$ cat src/logic/hss_defines.svh
`ifndef HSS_DEFINES_SVH
`define HSS_DEFINES_SVH

// register indices; byte address is four times the index
`define HSS_IDX_SLOT_CTRL 10'h058
`define HSS_IDX_SLOT_STATUS 10'h05A
`define HSS_IDX_DEV_CAP2 10'h064
`define HSS_IDX_DEV_CTRL2 10'h068
`define HSS_IDX_DEV_STAT2 10'h06A
`define HSS_IDX_LINK_CAP2 10'h06C
`define HSS_IDX_LINK_CTRL2 10'h070
`define HSS_IDX_LINK_STAT2 10'h072
`define HSS_IDX_SLOT_CAP2 10'h074
`define HSS_IDX_IRQ_MASK 10'h080

// slot status fields
`define HSS_ST_BUTTON 0
`define HSS_ST_PFAULT 1
`define HSS_ST_LATCH_CHG 2
`define HSS_ST_PRES_CHG 3
`define HSS_ST_CMD_DONE 4
`define HSS_ST_LATCH 5
`define HSS_ST_PRESENCE 6
`define HSS_ST_INTERLOCK 7
`define HSS_ST_LINK_CHG 8
`define HSS_ST_W1C_MASK 16'h011F

// slot control fields
`define HSS_CT_HP_IRQ_EN 5
`define HSS_CT_ATTN_LO 6
`define HSS_CT_PIND_LO 8
`define HSS_CT_POWER_OFF 10
`define HSS_CT_INTERLOCK 11
`define HSS_CT_LINK_EN 12
`define HSS_CT_EN_MASK 16'h101F
`define HSS_CT_RW_MASK 16'h17FF

// reset values
`define HSS_RST_SLOT_CTRL 16'h01C0
`define HSS_RST_IRQ_MASK 16'h011F

`endif

$ cat src/logic/hss_pkg.sv
package hss_pkg;

	typedef struct packed {
		logic button;
		logic power_fault;
		logic latch_open;
		logic presence;
		logic interlock;
	} hss_pins_s;

	typedef struct packed {
		logic [1:0] attn_ind;
		logic [1:0] power_ind;
		logic power_off;
		logic interlock_toggle;
	} hss_cmd_s;

	typedef enum logic [1:0] {
		HSS_IDLE = 2'b01,
		HSS_BUSY = 2'b10
	} hss_cmd_state_e;

endpackage

$ cat src/logic/hss_slot_status.sv
`timescale 1ns/1ps
`include "hss_defines.svh"

module hss_sync3 #(
	parameter logic RST = 1'b0
) (
	input wire logic pclk,
	input wire logic presetn,
	input wire logic d,
	output logic q
);
	logic s1_q;
	logic s2_q;
	logic s3_q;
	always_ff @(posedge pclk or negedge presetn) begin
		if (!presetn) begin
			s1_q <= RST;
			s2_q <= RST;
			s3_q <= RST;
			q <= RST;
		end else begin
			s1_q <= d;
			s2_q <= s1_q;
			s3_q <= s2_q;
			// a change counts only once two late stages agree
			if (s2_q == s3_q) begin
				q <= s3_q;
			end
		end
	end
endmodule

// one sticky event flag, cleared by writing one
module hss_w1c_bit (
	input wire logic pclk,
	input wire logic presetn,
	input wire logic set,
	input wire logic clr,
	output logic flag_q
);
	// set wins, so an event that lands with the clear is not lost
	always_ff @(posedge pclk or negedge presetn) begin
		if (!presetn) begin
			flag_q <= 1'b0;
		end else if (set) begin
			flag_q <= 1'b1;
		end else if (clr) begin
			flag_q <= 1'b0;
		end
	end
endmodule

// Notes on behaviour
// - an attention button press sets bit 0, held until software writes one to it.
// - a power fault from the slot power controller sets bit 1 until a one is written there.
// - any change of the retention latch sensor sets bit 2, cleared by writing one.
// - any change of card presence sets bit 3, cleared by writing one.
// - finishing an issued command sets bit 4, which stays set if set and clears on a one.
// - each single write to slot control counts as exactly one command.
// - bit 4 waits until all actions of the command, expander transfers included, end.
// - bit 5 shows the latch sensor live, zero closed and one open, reset zero.
// - bit 6 shows card presence live, zero empty and one present, reset one.
// - bit 7 shows the interlock state, zero disengaged and one engaged.
// - a toggle of the link active indication sets bit 8, cleared by writing one.
// - a set flag in bits 0 to 4 interrupts only if its slot control enable and the global enable are set; bit 8 never interrupts.
// - slot control bit 3 enables interrupts for presence change events.
module hss_slot_status (
	input wire logic pclk,
	input wire logic presetn,
	input wire logic psel,
	input wire logic penable,
	input wire logic pwrite,
	input wire logic [11:0] paddr,
	input wire logic [31:0] pwdata,
	output logic [31:0] prdata,
	output logic pready,
	output logic pslverr,
	input wire hss_pkg::hss_pins_s slot_pins,
	input wire logic link_active,
	output hss_pkg::hss_cmd_s exp_cmd,
	output logic exp_req,
	input wire logic exp_done,
	output logic irq
);
	import hss_pkg::*;

	hss_pins_s pins_s;
	hss_pins_s pins_last_q;
	logic link_last_q;
	logic [15:0] status_flags;
	logic button_flag_q;
	logic pfault_flag_q;
	logic latch_chg_flag_q;
	logic pres_chg_flag_q;
	logic cmd_done_flag_q;
	logic link_chg_flag_q;
	logic status_wr;
	logic [15:0] ctrl_q;
	logic [15:0] mask_q;
	logic [15:0] events;
	logic [15:0] live;
	logic [15:0] status_rd;
	hss_cmd_state_e state_q;
	logic [9:0] idx;
	logic setup;
	logic access;
	logic hit_ctrl;
	logic hit_status;
	logic hit_mask;
	logic hit_rsvd;
	logic mapped;
	logic wr_done;
	logic cmd_issue;
	logic [31:0] rd_d;

	hss_sync3 #(.RST(1'b0)) u_sync_button (
		.pclk(pclk),
		.presetn(presetn),
		.d(slot_pins.button),
		.q(pins_s.button)
	);

	hss_sync3 #(.RST(1'b0)) u_sync_pfault (
		.pclk(pclk),
		.presetn(presetn),
		.d(slot_pins.power_fault),
		.q(pins_s.power_fault)
	);

	hss_sync3 #(.RST(1'b0)) u_sync_latch (
		.pclk(pclk),
		.presetn(presetn),
		.d(slot_pins.latch_open),
		.q(pins_s.latch_open)
	);

	// presence resets to one so a seated card gives no false change
	hss_sync3 #(.RST(1'b1)) u_sync_presence (
		.pclk(pclk),
		.presetn(presetn),
		.d(slot_pins.presence),
		.q(pins_s.presence)
	);

	hss_sync3 #(.RST(1'b0)) u_sync_interlock (
		.pclk(pclk),
		.presetn(presetn),
		.d(slot_pins.interlock),
		.q(pins_s.interlock)
	);

	assign idx = paddr[11:2];
	assign setup = psel && !penable;
	assign access = psel && penable;

	always_comb begin
		hit_ctrl = 1'b0;
		hit_status = 1'b0;
		hit_mask = 1'b0;
		hit_rsvd = 1'b0;
		if (idx == `HSS_IDX_SLOT_CTRL) begin
			hit_ctrl = 1'b1;
		end else if (idx == `HSS_IDX_SLOT_STATUS) begin
			hit_status = 1'b1;
		end else if (idx == `HSS_IDX_IRQ_MASK) begin
			hit_mask = 1'b1;
		end else if (idx == `HSS_IDX_DEV_CAP2 || idx == `HSS_IDX_DEV_CTRL2 ||
			idx == `HSS_IDX_DEV_STAT2 || idx == `HSS_IDX_LINK_CAP2 ||
			idx == `HSS_IDX_LINK_CTRL2 || idx == `HSS_IDX_LINK_STAT2 ||
			idx == `HSS_IDX_SLOT_CAP2) begin
			hit_rsvd = 1'b1;
		end
	end

	assign mapped = hit_ctrl || hit_status || hit_mask || hit_rsvd;

	// a slot control write stalls while the previous command is still out
	assign pready = !(access && pwrite && hit_ctrl && state_q != HSS_IDLE);
	assign pslverr = access && !mapped;
	assign wr_done = access && pready && pwrite && mapped;

	assign cmd_issue = wr_done && hit_ctrl;

	always_comb begin
		events = 16'h0000;
		events[`HSS_ST_BUTTON] = pins_s.button && !pins_last_q.button;
		events[`HSS_ST_PFAULT] = pins_s.power_fault && !pins_last_q.power_fault;
		events[`HSS_ST_LATCH_CHG] = pins_s.latch_open != pins_last_q.latch_open;
		events[`HSS_ST_PRES_CHG] = pins_s.presence != pins_last_q.presence;
		events[`HSS_ST_CMD_DONE] = state_q == HSS_BUSY && exp_done;
		events[`HSS_ST_LINK_CHG] = link_active != link_last_q;
	end

	always_comb begin
		live = 16'h0000;
		live[`HSS_ST_LATCH] = pins_s.latch_open;
		live[`HSS_ST_PRESENCE] = pins_s.presence;
		live[`HSS_ST_INTERLOCK] = pins_s.interlock;
	end

	assign status_rd = (status_flags & `HSS_ST_W1C_MASK) | live;

	always_ff @(posedge pclk or negedge presetn) begin
		if (!presetn) begin
			pins_last_q <= '0;
			pins_last_q.presence <= 1'b1;
			link_last_q <= 1'b0;
		end else begin
			pins_last_q <= pins_s;
			link_last_q <= link_active;
		end
	end

	assign status_wr = wr_done && hit_status;

	hss_w1c_bit u_flag_button (
		.pclk(pclk),
		.presetn(presetn),
		.set(events[`HSS_ST_BUTTON]),
		.clr(status_wr && pwdata[`HSS_ST_BUTTON]),
		.flag_q(button_flag_q)
	);

	hss_w1c_bit u_flag_pfault (
		.pclk(pclk),
		.presetn(presetn),
		.set(events[`HSS_ST_PFAULT]),
		.clr(status_wr && pwdata[`HSS_ST_PFAULT]),
		.flag_q(pfault_flag_q)
	);

	hss_w1c_bit u_flag_latch_chg (
		.pclk(pclk),
		.presetn(presetn),
		.set(events[`HSS_ST_LATCH_CHG]),
		.clr(status_wr && pwdata[`HSS_ST_LATCH_CHG]),
		.flag_q(latch_chg_flag_q)
	);

	hss_w1c_bit u_flag_pres_chg (
		.pclk(pclk),
		.presetn(presetn),
		.set(events[`HSS_ST_PRES_CHG]),
		.clr(status_wr && pwdata[`HSS_ST_PRES_CHG]),
		.flag_q(pres_chg_flag_q)
	);

	hss_w1c_bit u_flag_cmd_done (
		.pclk(pclk),
		.presetn(presetn),
		.set(events[`HSS_ST_CMD_DONE]),
		.clr(status_wr && pwdata[`HSS_ST_CMD_DONE]),
		.flag_q(cmd_done_flag_q)
	);

	hss_w1c_bit u_flag_link_chg (
		.pclk(pclk),
		.presetn(presetn),
		.set(events[`HSS_ST_LINK_CHG]),
		.clr(status_wr && pwdata[`HSS_ST_LINK_CHG]),
		.flag_q(link_chg_flag_q)
	);

	// unused positions stay zero
	always_comb begin
		status_flags = 16'h0000;
		status_flags[`HSS_ST_BUTTON] = button_flag_q;
		status_flags[`HSS_ST_PFAULT] = pfault_flag_q;
		status_flags[`HSS_ST_LATCH_CHG] = latch_chg_flag_q;
		status_flags[`HSS_ST_PRES_CHG] = pres_chg_flag_q;
		status_flags[`HSS_ST_CMD_DONE] = cmd_done_flag_q;
		status_flags[`HSS_ST_LINK_CHG] = link_chg_flag_q;
	end

	// interlock control always reads back zero, it is a toggle strobe
	always_ff @(posedge pclk or negedge presetn) begin
		if (!presetn) begin
			ctrl_q <= `HSS_RST_SLOT_CTRL;
		end else if (cmd_issue) begin
			ctrl_q <= pwdata[15:0] & `HSS_CT_RW_MASK;
		end
	end

	always_ff @(posedge pclk or negedge presetn) begin
		if (!presetn) begin
			mask_q <= `HSS_RST_IRQ_MASK;
		end else if (wr_done && hit_mask) begin
			mask_q <= pwdata[15:0] & `HSS_ST_W1C_MASK;
		end
	end

	always_ff @(posedge pclk or negedge presetn) begin
		if (!presetn) begin
			state_q <= HSS_IDLE;
			exp_req <= 1'b0;
			exp_cmd <= '0;
		end else begin
			case (state_q)
				HSS_IDLE: begin
					if (cmd_issue) begin
						state_q <= HSS_BUSY;
						exp_req <= 1'b1;
						exp_cmd.attn_ind <= pwdata[`HSS_CT_ATTN_LO+1:`HSS_CT_ATTN_LO];
						exp_cmd.power_ind <= pwdata[`HSS_CT_PIND_LO+1:`HSS_CT_PIND_LO];
						exp_cmd.power_off <= pwdata[`HSS_CT_POWER_OFF];
						exp_cmd.interlock_toggle <= pwdata[`HSS_CT_INTERLOCK];
					end
				end
				HSS_BUSY: begin
					if (exp_done) begin
						state_q <= HSS_IDLE;
						exp_req <= 1'b0;
					end
				end
				default: begin
					state_q <= HSS_IDLE;
					exp_req <= 1'b0;
				end
			endcase
		end
	end

	always_ff @(posedge pclk or negedge presetn) begin
		if (!presetn) begin
			irq <= 1'b0;
		end else begin
			irq <= ctrl_q[`HSS_CT_HP_IRQ_EN] &&
				|(status_flags & mask_q & {3'b000, ctrl_q[`HSS_CT_LINK_EN], 7'b0000000,
				ctrl_q[4:0]});
		end
	end

	always_comb begin
		rd_d = 32'h0000_0000;
		if (hit_ctrl) begin
			rd_d = {16'h0000, ctrl_q & ~(16'h0001 << `HSS_CT_INTERLOCK)};
		end else if (hit_status) begin
			rd_d = {16'h0000, status_rd};
		end else if (hit_mask) begin
			rd_d = {16'h0000, mask_q};
		end
	end

	// read data captured in setup so it is a flop during access
	always_ff @(posedge pclk or negedge presetn) begin
		if (!presetn) begin
			prdata <= 32'h0000_0000;
		end else if (setup && !pwrite) begin
			prdata <= rd_d;
		end
	end

endmodule

$ cat config.mk
export PLATFORM = sky130hd
export DESIGN_NAME = hss_slot_status
export DESIGN_NICKNAME = d
export VERILOG_FILES = /design/src/logic/hss_pkg.sv /design/src/logic/hss_slot_status.sv
export VERILOG_INCLUDE_DIRS = /design/src /design/src/logic
export SDC_FILE = /design/constraint.sdc
export NUM_CORES = 1
export LEC_CHECK = 0
export ABC_AREA = 1
export BUFFER_PORTS_ARGS = -buffer_cell sky130_fd_sc_hd__buf_4
export CAP_MARGIN = 30
export CORE_MARGIN = 2
export CORE_UTILIZATION = 52
export CTS_BUF_LIST = sky130_fd_sc_hd__clkbuf_8
export CTS_CLUSTER_SIZE = 8
export DETAILED_ROUTE_END_ITERATION = 8
export PLACE_DENSITY = 0.82
export SYNTH_ARGS = -nofsm -noshare
export SYNTH_HDL_FRONTEND = slang
export SYNTH_SLANG_ARGS = --single-unit
$ cat constraint.sdc
create_clock -name pclk -period 1.72 [get_ports pclk]
set_clock_uncertainty 0.05 [all_clocks]
set_input_delay 0.344 -clock pclk [delete_from_list [all_inputs] [get_ports pclk]]
set_output_delay 0.344 -clock pclk [all_outputs]
set_load 0.05 [all_outputs]
Word level (Yosys, flattened, before mapping)
Index checks and enable logic that the tools add are counted.
{ "totals": {"out_inout_bits": 42, "reg_bits": 91} }
{ "classes": {"muxes": 31, "n_eq_ne": 23, "reduce_logical": 47, "n_bitwise": 3} }
{ "ops": {"columns": ["cell", "n"], "rows": [
  ["10-bit by 7-bit equality test with 1-bit output, second input constant", 9],
  ["1-bit two-way mux", 24],
  ["1-bit logical AND", 23],
  ["9-bit two-way mux", 2],
  ["16-bit OR reduction", 1],
  ["9-bit by 13-bit bitwise AND with 13-bit output", 1],
  ["13-bit two-way mux", 1],
  ["2-bit nonzero test", 6],
  ["10-bit by 8-bit equality test with 1-bit output, second input constant", 1],
  ["9-bit bitwise AND", 1],
  ["1-bit logical OR", 9],
  ["9-bit by 8-bit OR with 9-bit output", 1],
  ["1-bit zero test", 6],
  ["1-bit equality test", 5],
  ["2-bit two-way mux", 2],
  ["2-bit inequality test, second input constant", 2],
  ["2-bit case mux with 2 select lines", 1],
  ["2-bit AND reduction", 2],
  ["1-bit inequality test", 3],
  ["2-bit by 1-bit equality test with 1-bit output, second input constant", 1],
  ["2-bit equality test, second input constant", 1],
  ["2-bit by 1-bit inequality test with 1-bit output, second input constant", 1],
  ["1-bit case mux with 2 select lines", 1]
]} }

Depth between registers and ports, before layout
Gate-level depths: netlist (run 1).
{ "logic_depth": {"word_depth": 17, "ltp_mapped": 11, "depth_no_buf": 10} }

Hierarchy
A second synthesis (run 1) with hierarchy kept.
{ "hier_totals": {"cells_unflattened": 370, "hier_area_um2": 3126.7} }
{ "modules_own_cells": {"columns": ["module", "instances", "cells_per_inst", "area_per_inst_um2", "seq_area_each_um2"], "rows": [
  ["hss_slot_status", 1, 300, 2299.7, 1114.8],
  ["hss_sync3 (u_sync_button ...)", 4, 8, 116.4, 100.1],
  ["hss_w1c_bit", 6, 5, 40.0, 25.0],
  ["hss_sync3 (u_sync_presence)", 1, 8, 121.4, 105.1]
]} }

Worst setup path after synthesis (run 1)
Ideal clock, no wire load.
{ "synth_path": {"path_kind": "reg-to-reg", "start": "reg exp_req (netlist name)", "end": "reg mask_q[0]", "setup_slack_ns": -0.167, "period_less_slack_ns": 1.887, "arrival_ns": 1.761, "setup_time_ns": 0.076, "path_stages_with_launch": 6, "t_required_ns": 1.594, "cell_sequence": "dfrtp_1 > or2_2 > nand3_1 > nand3_1 > nand2_1 > nand2_1"} }
{ "synth_rtl": {"columns": ["element", "line", "rtl"], "rows": [
  ["end signal, assigned", "hss_slot_status.sv:286", "mask_q <= `HSS_RST_IRQ_MASK;"],
  ["end signal, assigned", "hss_slot_status.sv:288", "mask_q <= pwdata[15:0] & `HSS_ST_W1C_MASK;"],
  ["end, declared", "hss_slot_status.sv:99", "logic [15:0] mask_q;"]
]} }

Worst setup path in the final report (run 1)
{ "layout_path": {"start": "reg state_q[0]", "end": "out pready"} }
{ "layout_via": {"elab_chain_len": 3} }
{ "layout_lines": {"columns": ["element", "line", "rtl"], "rows": [
  ["start, declared", "hss_slot_status.sv:103", "hss_cmd_state_e state_q;"],
  ["start signal, assigned", "hss_slot_status.sv:294", "state_q <= HSS_IDLE;"],
  ["start signal, assigned", "hss_slot_status.sv:301", "state_q <= HSS_BUSY;"],
  ["start signal, assigned", "hss_slot_status.sv:311", "state_q <= HSS_IDLE;"],
  ["2-bit by 1-bit inequality test with 1-bit output", "hss_slot_status.sv:178", "assign pready = !(access && pwrite && hit_ctrl && state_q != HSS_IDLE);"],
  ["1-bit logical AND", "hss_slot_status.sv:178", null],
  ["1-bit zero test", "hss_slot_status.sv:178", null],
  ["end, declared", "hss_slot_status.sv:76", "output logic pready,"]
]} }
No other way between the ends.

==> results of run 1 <==
-- through the flow --
stage / setup slack [ns] / power, W / instance area, sq um
CTS: -0.0803 / 0.00352 / 3820
finish: -0.0486 / 0.00349 / 3890
floorplan: 0.0406 / 0.00200 / 3110
detailed placement: -0.0358 / 0.00213 / 3570
global placement: -0.00899 / 0.00212 / 3570
global route: -0.0993 / 0.00362 / 3890
-- power breakdown --
| part | internal [W] | switching [W] |
|---|---|---|
| Clock | 0.000798 | 0.000581 |
| Sequential | 0.00171 | 0.0000289 |
| Combinational | 0.000115 | 0.000261 |
| Total | 0.00262 | 0.000871 |
-- layer usage --
metal	global-route usage, %	up-vias
li1	-	1156
met3	4.27	19
met5	0	-
met1	28.5	1169
met4	13.4	0
met2	37.8	121
-- layout by cell type, fill, tap and decap left out --
cell	count
sky130_fd_sc_hd__nand2_4	5
sky130_fd_sc_hd__nand3_4	1
sky130_fd_sc_hd__nand3_2	2
sky130_fd_sc_hd__buf_4	67
sky130_fd_sc_hd__dfrtp_1	55
sky130_fd_sc_hd__nor2_4	6
sky130_fd_sc_hd__bufinv_16	2
sky130_fd_sc_hd__xnor2_1	3
sky130_fd_sc_hd__clkinv_2	1
sky130_fd_sc_hd__clkbuf_8	9
sky130_fd_sc_hd__nand4_2	1
sky130_fd_sc_hd__inv_1	32
sky130_fd_sc_hd__conb_1	20
sky130_fd_sc_hd__buf_8	1
sky130_fd_sc_hd__clkinvlp_4	1
sky130_fd_sc_hd__or2_4	1
sky130_fd_sc_hd__buf_6	2
sky130_fd_sc_hd__nor2_1	12
sky130_fd_sc_hd__o21a_1	1
sky130_fd_sc_hd__a31oi_1	3
sky130_fd_sc_hd__nand2_1	104
sky130_fd_sc_hd__nand2_2	8
sky130_fd_sc_hd__nor2_2	2
sky130_fd_sc_hd__dfstp_2	15
sky130_fd_sc_hd__maj3_1	5
sky130_fd_sc_hd__and2_1	1
sky130_fd_sc_hd__dlygate4sd3_1	1
sky130_fd_sc_hd__nand3b_1	1
sky130_fd_sc_hd__nor4_1	1
sky130_fd_sc_hd__inv_2	2
sky130_fd_sc_hd__nand4_1	4
sky130_fd_sc_hd__o21ai_0	26
sky130_fd_sc_hd__nand3_1	17
sky130_fd_sc_hd__buf_12	2
-- critical path: cells and delay by family (launching register included) --
kind | cells | cell delay [ns]
AND/OR/NAND/NOR | 2 | 0.33
flip-flops | 1 | 0.53
buffers and inverters | 2 | 0.18
-- kinds of logic after synthesis --
group | synth area share [%]
other cells | 0.124
xor+xnor | 0.866
simple gates | 24.2
buf+inv | 9.69
fa+ha+maj | 1.65
compound gates | 5.15
flops | 58.4
-- worst max-delay path by stage --
stage / startpoint / endpoint / slack, ns / depth (start not counted)
after floorplan: exp_req$_DFFE_PN0P_ / ctrl_q[10]$_DFFE_PN0P_ / 0.04 / 6
after global placement: paddr[11] / pready / -0.009 / 6
after detailed placement: paddr[4] / pready / -0.04 / 6
after CTS: state_q[0]$_DFFE_PN1P_ / pready / -0.08 / 4
after global routing: paddr[4] / pready / -0.1 / 6
final: state_q[0]$_DFFE_PN1P_ / pready / -0.05 / 4
-- sequential cells by signal, summed over array words and instances (netlist names), 4 cells and up --
| name | count |
|---|---|
| prdata | 12 |
| mask_q | 6 |
| exp_cmd | 6 |
| pins_last_q | 4 |
| ctrl_q | 12 |
-- final cells by class --
cell class | count | area, sq um
flip-flops and latches | 70 | 1770
fillers | 421 | 1680
multi-input cells | 224 | 1120
repair buffers | 73 | 591
clock buffers | 9 | 124
inverters | 31 | 116
well taps | 72 | 90.1
clock inverters | 7 | 83.8
-- repair_timing --
item / in CTS / in global routing
resized for setup: 5 / 20
buffers inserted: 2 / 1
cloned: 0 / 0
pin swaps: 1 / 8
hold buffers: 1 / 0
endpoints found under the hold margin: 21 / 0
endpoints found under the setup margin: 1 / 18
==> results.json, run 1 <==
{
  "run_status": "finished with violations",
  "violations": "negative setup slack",
  "dr_wl_met3_microns": 458,
  "yosysWarningCount": 0,
  "synth_top_area_share_pct": 45.4,
  "wire_length_of_the_first_global_routing_pass_microns": 11100,
  "final_critical_period_ns": 1.77,
  "startpoint_type": "register",
  "synth_seq_cells": 70,
  "synthesis.instances": 330,
  "final-setup-viol-count": 1,
  "critical_path.cell_chain": "inv_2 -> or2_4 -> nand3_4 -> buf_8",
  "data_arrival_time_at_the_worst_slack_endpoint_ns": 1.37,
  "synth_seq_area_share_pct": 58.4,
  "worstPathRequired_ns": 1.33,
  "async_set_or_reset_flop_fraction_in_the_synthesized_netlist_pct": 100,
  "worstReg2RegEnd": "ctrl_q[6]$_DFFE_PN1P_",
  "worstSkewPairLatency_ns": 0.34,
  "remaining_drc_errors": 0,
  "placementRows": 27,
  "cts_tree": "done",
  "placeableCoreArea_sq_um": 5570,
  "worst_hold_path_type": "in2reg",
  "vias_per_cell": 5.07,
  "die_x_microns": 80.4,
  "ys_types": 27,
  "antenna_left": 0,
  "clock_tree.root_cell": "sky130_fd_sc_hd__clkbuf_8",
  "cellLeakagePower_nw": 2.02,
  "hold-worst-slack_ns": 0.0589,
  "dr.pass1.iters": 5,
  "design.final.nets": 465,
  "timing.critical_path.fanout_max": 2,
  "met2_wirelength_microns": 3440,
  "finalHoldViolCount": 0,
  "synth_area_sq_um": 3030,
  "cap_violations": 0,
  "fin_setup_tns_ns": -0.0486,
  "buffer_ports.inserted": 56,
  "min_to": "u_sync_pfault.s1_q$_DFF_PN0_",
  "timing.critical_path.slowest_cell_delay_ns": 0.53,
  "top_layer_used": "met4",
  "vdd_ir_drop_max_mv": 0.840,
  "antenna-diode-count": 0,
  "timing.final.ws_setup_ns": -0.0486,
  "mean_routed_wirelength_per_cell_microns": 13.9,
  "r2r_setup_slack_ns": 0.01,
  "flow.area_growth_from_synthesis_pct": 28.3,
  "cts_num_sinks": 70,
  "synth_most_common_cell": "sky130_fd_sc_hd__nand2_1",
  "synth.cells.most_frequent": "sky130_fd_sc_hd__nand2_1 (116), sky130_fd_sc_hd__dfrtp_1 (55), sky130_fd_sc_hd__inv_1 (30)",
  "floorplan.initialDensity_pct": 54.4,
  "crit_type": "reg2out",
  "detailed_route_via_count": 2465,
  "design.die.area_sq_um": 6460,
  "grt_setup_unrepaired": "true",
  "maxSlewViolCount": 0,
  "layoutNonFillerInstCount": 486,
  "antenna_found_initial": 0,
  "regToRegStartpoint": "state_q[0]$_DFFE_PN1P_",
  "synthFlopType": "sky130_fd_sc_hd__dfrtp_1",
  "post_route_core_utilization_pct": 69.9,
  "hold_path_cell_cnt": 1,
  "routedLengthMet1_microns": 2670,
  "clock.fmax_ghz": 0.565,
  "htree_num_levels": 3,
  "period_utilization_post_route_pct": 103,
  "crit_path_end_kind": "primary output",
  "first_global_vias": 2449,
  "synth.top_cells.by_area": "sky130_fd_sc_hd__dfrtp_1 (45%), sky130_fd_sc_hd__nand2_1 (14%), sky130_fd_sc_hd__dfstp_2 (13%)",
  "gp_routability_congestion": 0.813,
  "io_pins": 98,
  "detailed_place_hpwl_microns": 4780,
  "grt-ovfl-total": 0,
  "die_height_microns": 80.4,
  "post-place-cells": 466,
  "worstRegToRegCells": 9,
  "cts.reportedPaths.clkPinSlew_ns": 0.07,
  "share_of_cells_above_drive_strength_1_pct": 30.9,
  "syn-mean-instance-area_sq_um": 9.19,
  "beginning_of_the_worst_hold_path": "slot_pins[3]",
  "synth-edff-count": 0,
  "cts_max_path_buffers": 2,
  "routed_wirelength_microns": 6770,
  "critical_path.slowest_cell": "sky130_fd_sc_hd__dfstp_2",
  "grt_usage_pct": 23.1,
  "cts-buffers-inserted": 9,
  "cell_accounting_for_the_most_synthesized_area": "sky130_fd_sc_hd__dfrtp_1",
  "detail_route.iter0.violations": 151,
  "power_density_nw_per_um2": 896,
  "grt_max_degree": 31
}
No activity file was read; power rests on OpenSTA's default activity.
==> run 2, diff against run 1 <==
- RECOVER_POWER: unset -> 25
==> run 2 against run 1 <==
  * The flow still finishes with violations (negative setup slack)
  * Clock-buffer cell count unchanged
  * Cell count unchanged
  * First-iteration DRC count down 1.3%
  * Sequential cell count unchanged
  * Via count down 0.37%
  * Worst setup slack about the same
  * Sequential share of layout area up 0.073 points
  * Core utilization down 0.11 points
  * Non-clock buffer count unchanged
  * Critical endpoint unchanged
  * Highest routed layer unchanged
==> results.json, run 2 (synthesized netlist as in run 1, its figures left out) <==
{
  "final_critical_period_ns": 1.77,
  "cap_violations": 0,
  "dr.pass1.iters": 5,
  "vias_per_cell": 5.05,
  "power_density_nw_per_um2": 897,
  "clock_tree.root_cell": "sky130_fd_sc_hd__clkbuf_8",
  "die_x_microns": 80.4,
  "grt-ovfl-total": 0,
  "remaining_drc_errors": 0,
  "startpoint_type": "register",
  "crit_type": "reg2out",
  "cts.reportedPaths.clkPinSlew_ns": 0.07,
  "worstSetupEndpoint": "pready",
  "clock.fmax_ghz": 0.565,
  "detailed_route_via_count": 2456,
  "placeableCoreArea_sq_um": 5570,
  "layout_commonest_cell": "sky130_fd_sc_hd__nand2_1",
  "routed_wirelength_microns": 6770,
  "cts_tree": "done",
  "worstRegToRegCells": 9,
  "wire_length_of_the_first_global_routing_pass_microns": 11100,
  "run_status": "finished with violations",
  "gp_routability_congestion": 0.813,
  "violations": "negative setup slack",
  "worstPathRequired_ns": 1.33,
  "die_height_microns": 80.4,
  "worstSkewPairLatency_ns": 0.34,
  "critical_path_depth": 4,
  "ff_latch_area_sq_um": 1770,
  "slew_headroom_pct": 58.1,
  "flow.area_growth_from_synthesis_pct": 28.1,
  "floorplan.initialDensity_pct": 54.4,
  "fillerInstances": 424,
  "critical_path.cell_chain": "inv_2 -> or2_4 -> nand3_4 -> buf_8",
  "maxSlewViolCount": 0,
  "timing.critical_path.fanout_max": 2,
  "design.die.area_sq_um": 6460,
  "transition_at_the_pin_with_the_smallest_max_transition_slack_ns": 0.628,
  "period_utilization_post_route_pct": 103,
  "mean_routed_wirelength_per_cell_microns": 13.9,
  "detail_route.iter0.violations": 149,
  "detailed_place_hpwl_microns": 4780,
  "hold-worst-slack_ns": 0.0618,
  "htree_num_levels": 3,
  "grt_setup_unrepaired": "true",
  "crit_family": "flip-flops",
  "antenna_left": 0,
  "grt_usage_pct": 23.1,
  "timing.final.ws_setup_ns": -0.0484,
  "data_arrival_time_at_the_worst_slack_endpoint_ns": 1.37,
  "grt_max_degree": 31,
  "worstReg2RegEnd": "ctrl_q[6]$_DFFE_PN1P_",
  "timing.critical_path.slowest_cell_delay_ns": 0.53,
  "vdd_ir_drop_max_mv": 0.840,
  "io_pins": 98,
  "finalHoldViolCount": 0,
  "design.final.nets": 465,
  "first_global_vias": 2449,
  "critical_path.slowest_cell": "sky130_fd_sc_hd__dfstp_2",
  "multi_input_comb_area_sq_um": 1120,
  "cellLeakagePower_nw": 2.01,
  "cts_max_path_buffers": 2,
  "worst_setup_path_startpoint": "state_q[0]$_DFFE_PN1P_",
  "preCtsSetupSlack_ns": -0.0358,
  "placementRows": 27,
  "worst_hold_path_type": "in2reg",
  "r2r_setup_slack_ns": 0,
  "layout_common_cells": "sky130_fd_sc_hd__nand2_1 (104), sky130_fd_sc_hd__buf_4 (60), sky130_fd_sc_hd__dfrtp_1 (55)",
  "crit_buf_inv": 2,
  "post-route-cell-area_sq_um": 3890,
  "share_of_cells_above_drive_strength_1_pct": 30.2,
  "buffer_ports.inserted": 56,
  "cts-buffers-inserted": 9,
  "crit_path_end_kind": "primary output",
  "cts_num_sinks": 70,
  "regToRegStartpoint": "state_q[0]$_DFFE_PN1P_",
  "final-setup-viol-count": 1,
  "antenna-diode-count": 0,
  "placedInstanceArea_sq_um": 3570,
  "antenna_found_initial": 0,
  "largest_registers": "ctrl_q x12, prdata x12"
}
## run 2: changes by cell type in the layout (fill, tap and decap cells not counted), sizes merged
cell,delta
buf,-7
clkbuf,+7
## run 2: final cells by class
type / instances / area share (%)
Multi-Input combinational cell: 224 / 28.8
Clock inverter: 7 / 2.16
Tap cell: 72 / 2.32
Clock buffer: 9 / 3.19
Timing Repair Buffer: 73 / 15.0
Inverter: 31 / 2.99
Sequential cell: 70 / 45.5
## run 2: report_power, final
| part | internal (W) | switching [W] | total [W] |
|---|---|---|---|
| sequential | 0.00170 | 0.0000289 | 0.00173 |
| combinational | 0.000113 | 0.000262 | 0.000374 |
| clock | 0.000798 | 0.000583 | 0.00138 |
## run 2: repair_timing
| action | 4_1_cts | 5_1_grt |
|---|---|---|
| endpoints found under the hold margin | 21 | 0 |
| setup endpoints to repair | 1 | 18 |
| pin swaps | 1 | 8 |
| hold buffers | 1 | 0 |
| buffers inserted | 2 | 1 |
| resized for setup | 5 | 20 |
## run 2: worst reg2reg max path: cells and delay by family (launching register included)
kind	cells	cell delay (ns)
and+or+nand+nor	6	0.74
DFF	1	0.53
buffers and inverters	3	0.34
## run 2: worst min-delay path by stage
stage | from | end | slack (ns) | cells after the start
floorplan | presetn | ctrl_q[0]$_DFFE_PN0P_ | -0.002 | 0
global placement | presetn | prdata[7]$_DFFE_PN0P_ | 0.21 | 1
detailed placement | presetn | prdata[7]$_DFFE_PN0P_ | 0.22 | 1
CTS | slot_pins[3] | u_sync_pfault.s1_q$_DFF_PN0_ | 0.04 | 1
global route | slot_pins[1] | u_sync_presence.s1_q$_DFF_PN1_ | 0.05 | 1
finish | slot_pins[1] | u_sync_presence.s1_q$_DFF_PN1_ | 0.06 | 1
## run 2: stage by stage
stage	TNS (ns)	cells	util [%]	total power, W
after floorplan	0	349	-	0.00200
after global placement	-0.00899	466	64.0	0.00212
after detailed placement	-0.0358	466	64.0	0.00213
after CTS	-0.0930	485	68.5	0.00352
after global routing	-0.285	486	69.7	0.00361
final	-0.0484	486	69.7	0.00349
## run 2: routing by layer
metal | global-route usage (%) | part of all wire (%) | wire, microns
met1 | 28.5 | 40 | 2690
met2 | 37.8 | 51 | 3420
met3 | 4.27 | 6.5 | 443
met4 | 13.4 | 3.1 | 212
met5 | 0 | 0 | 0
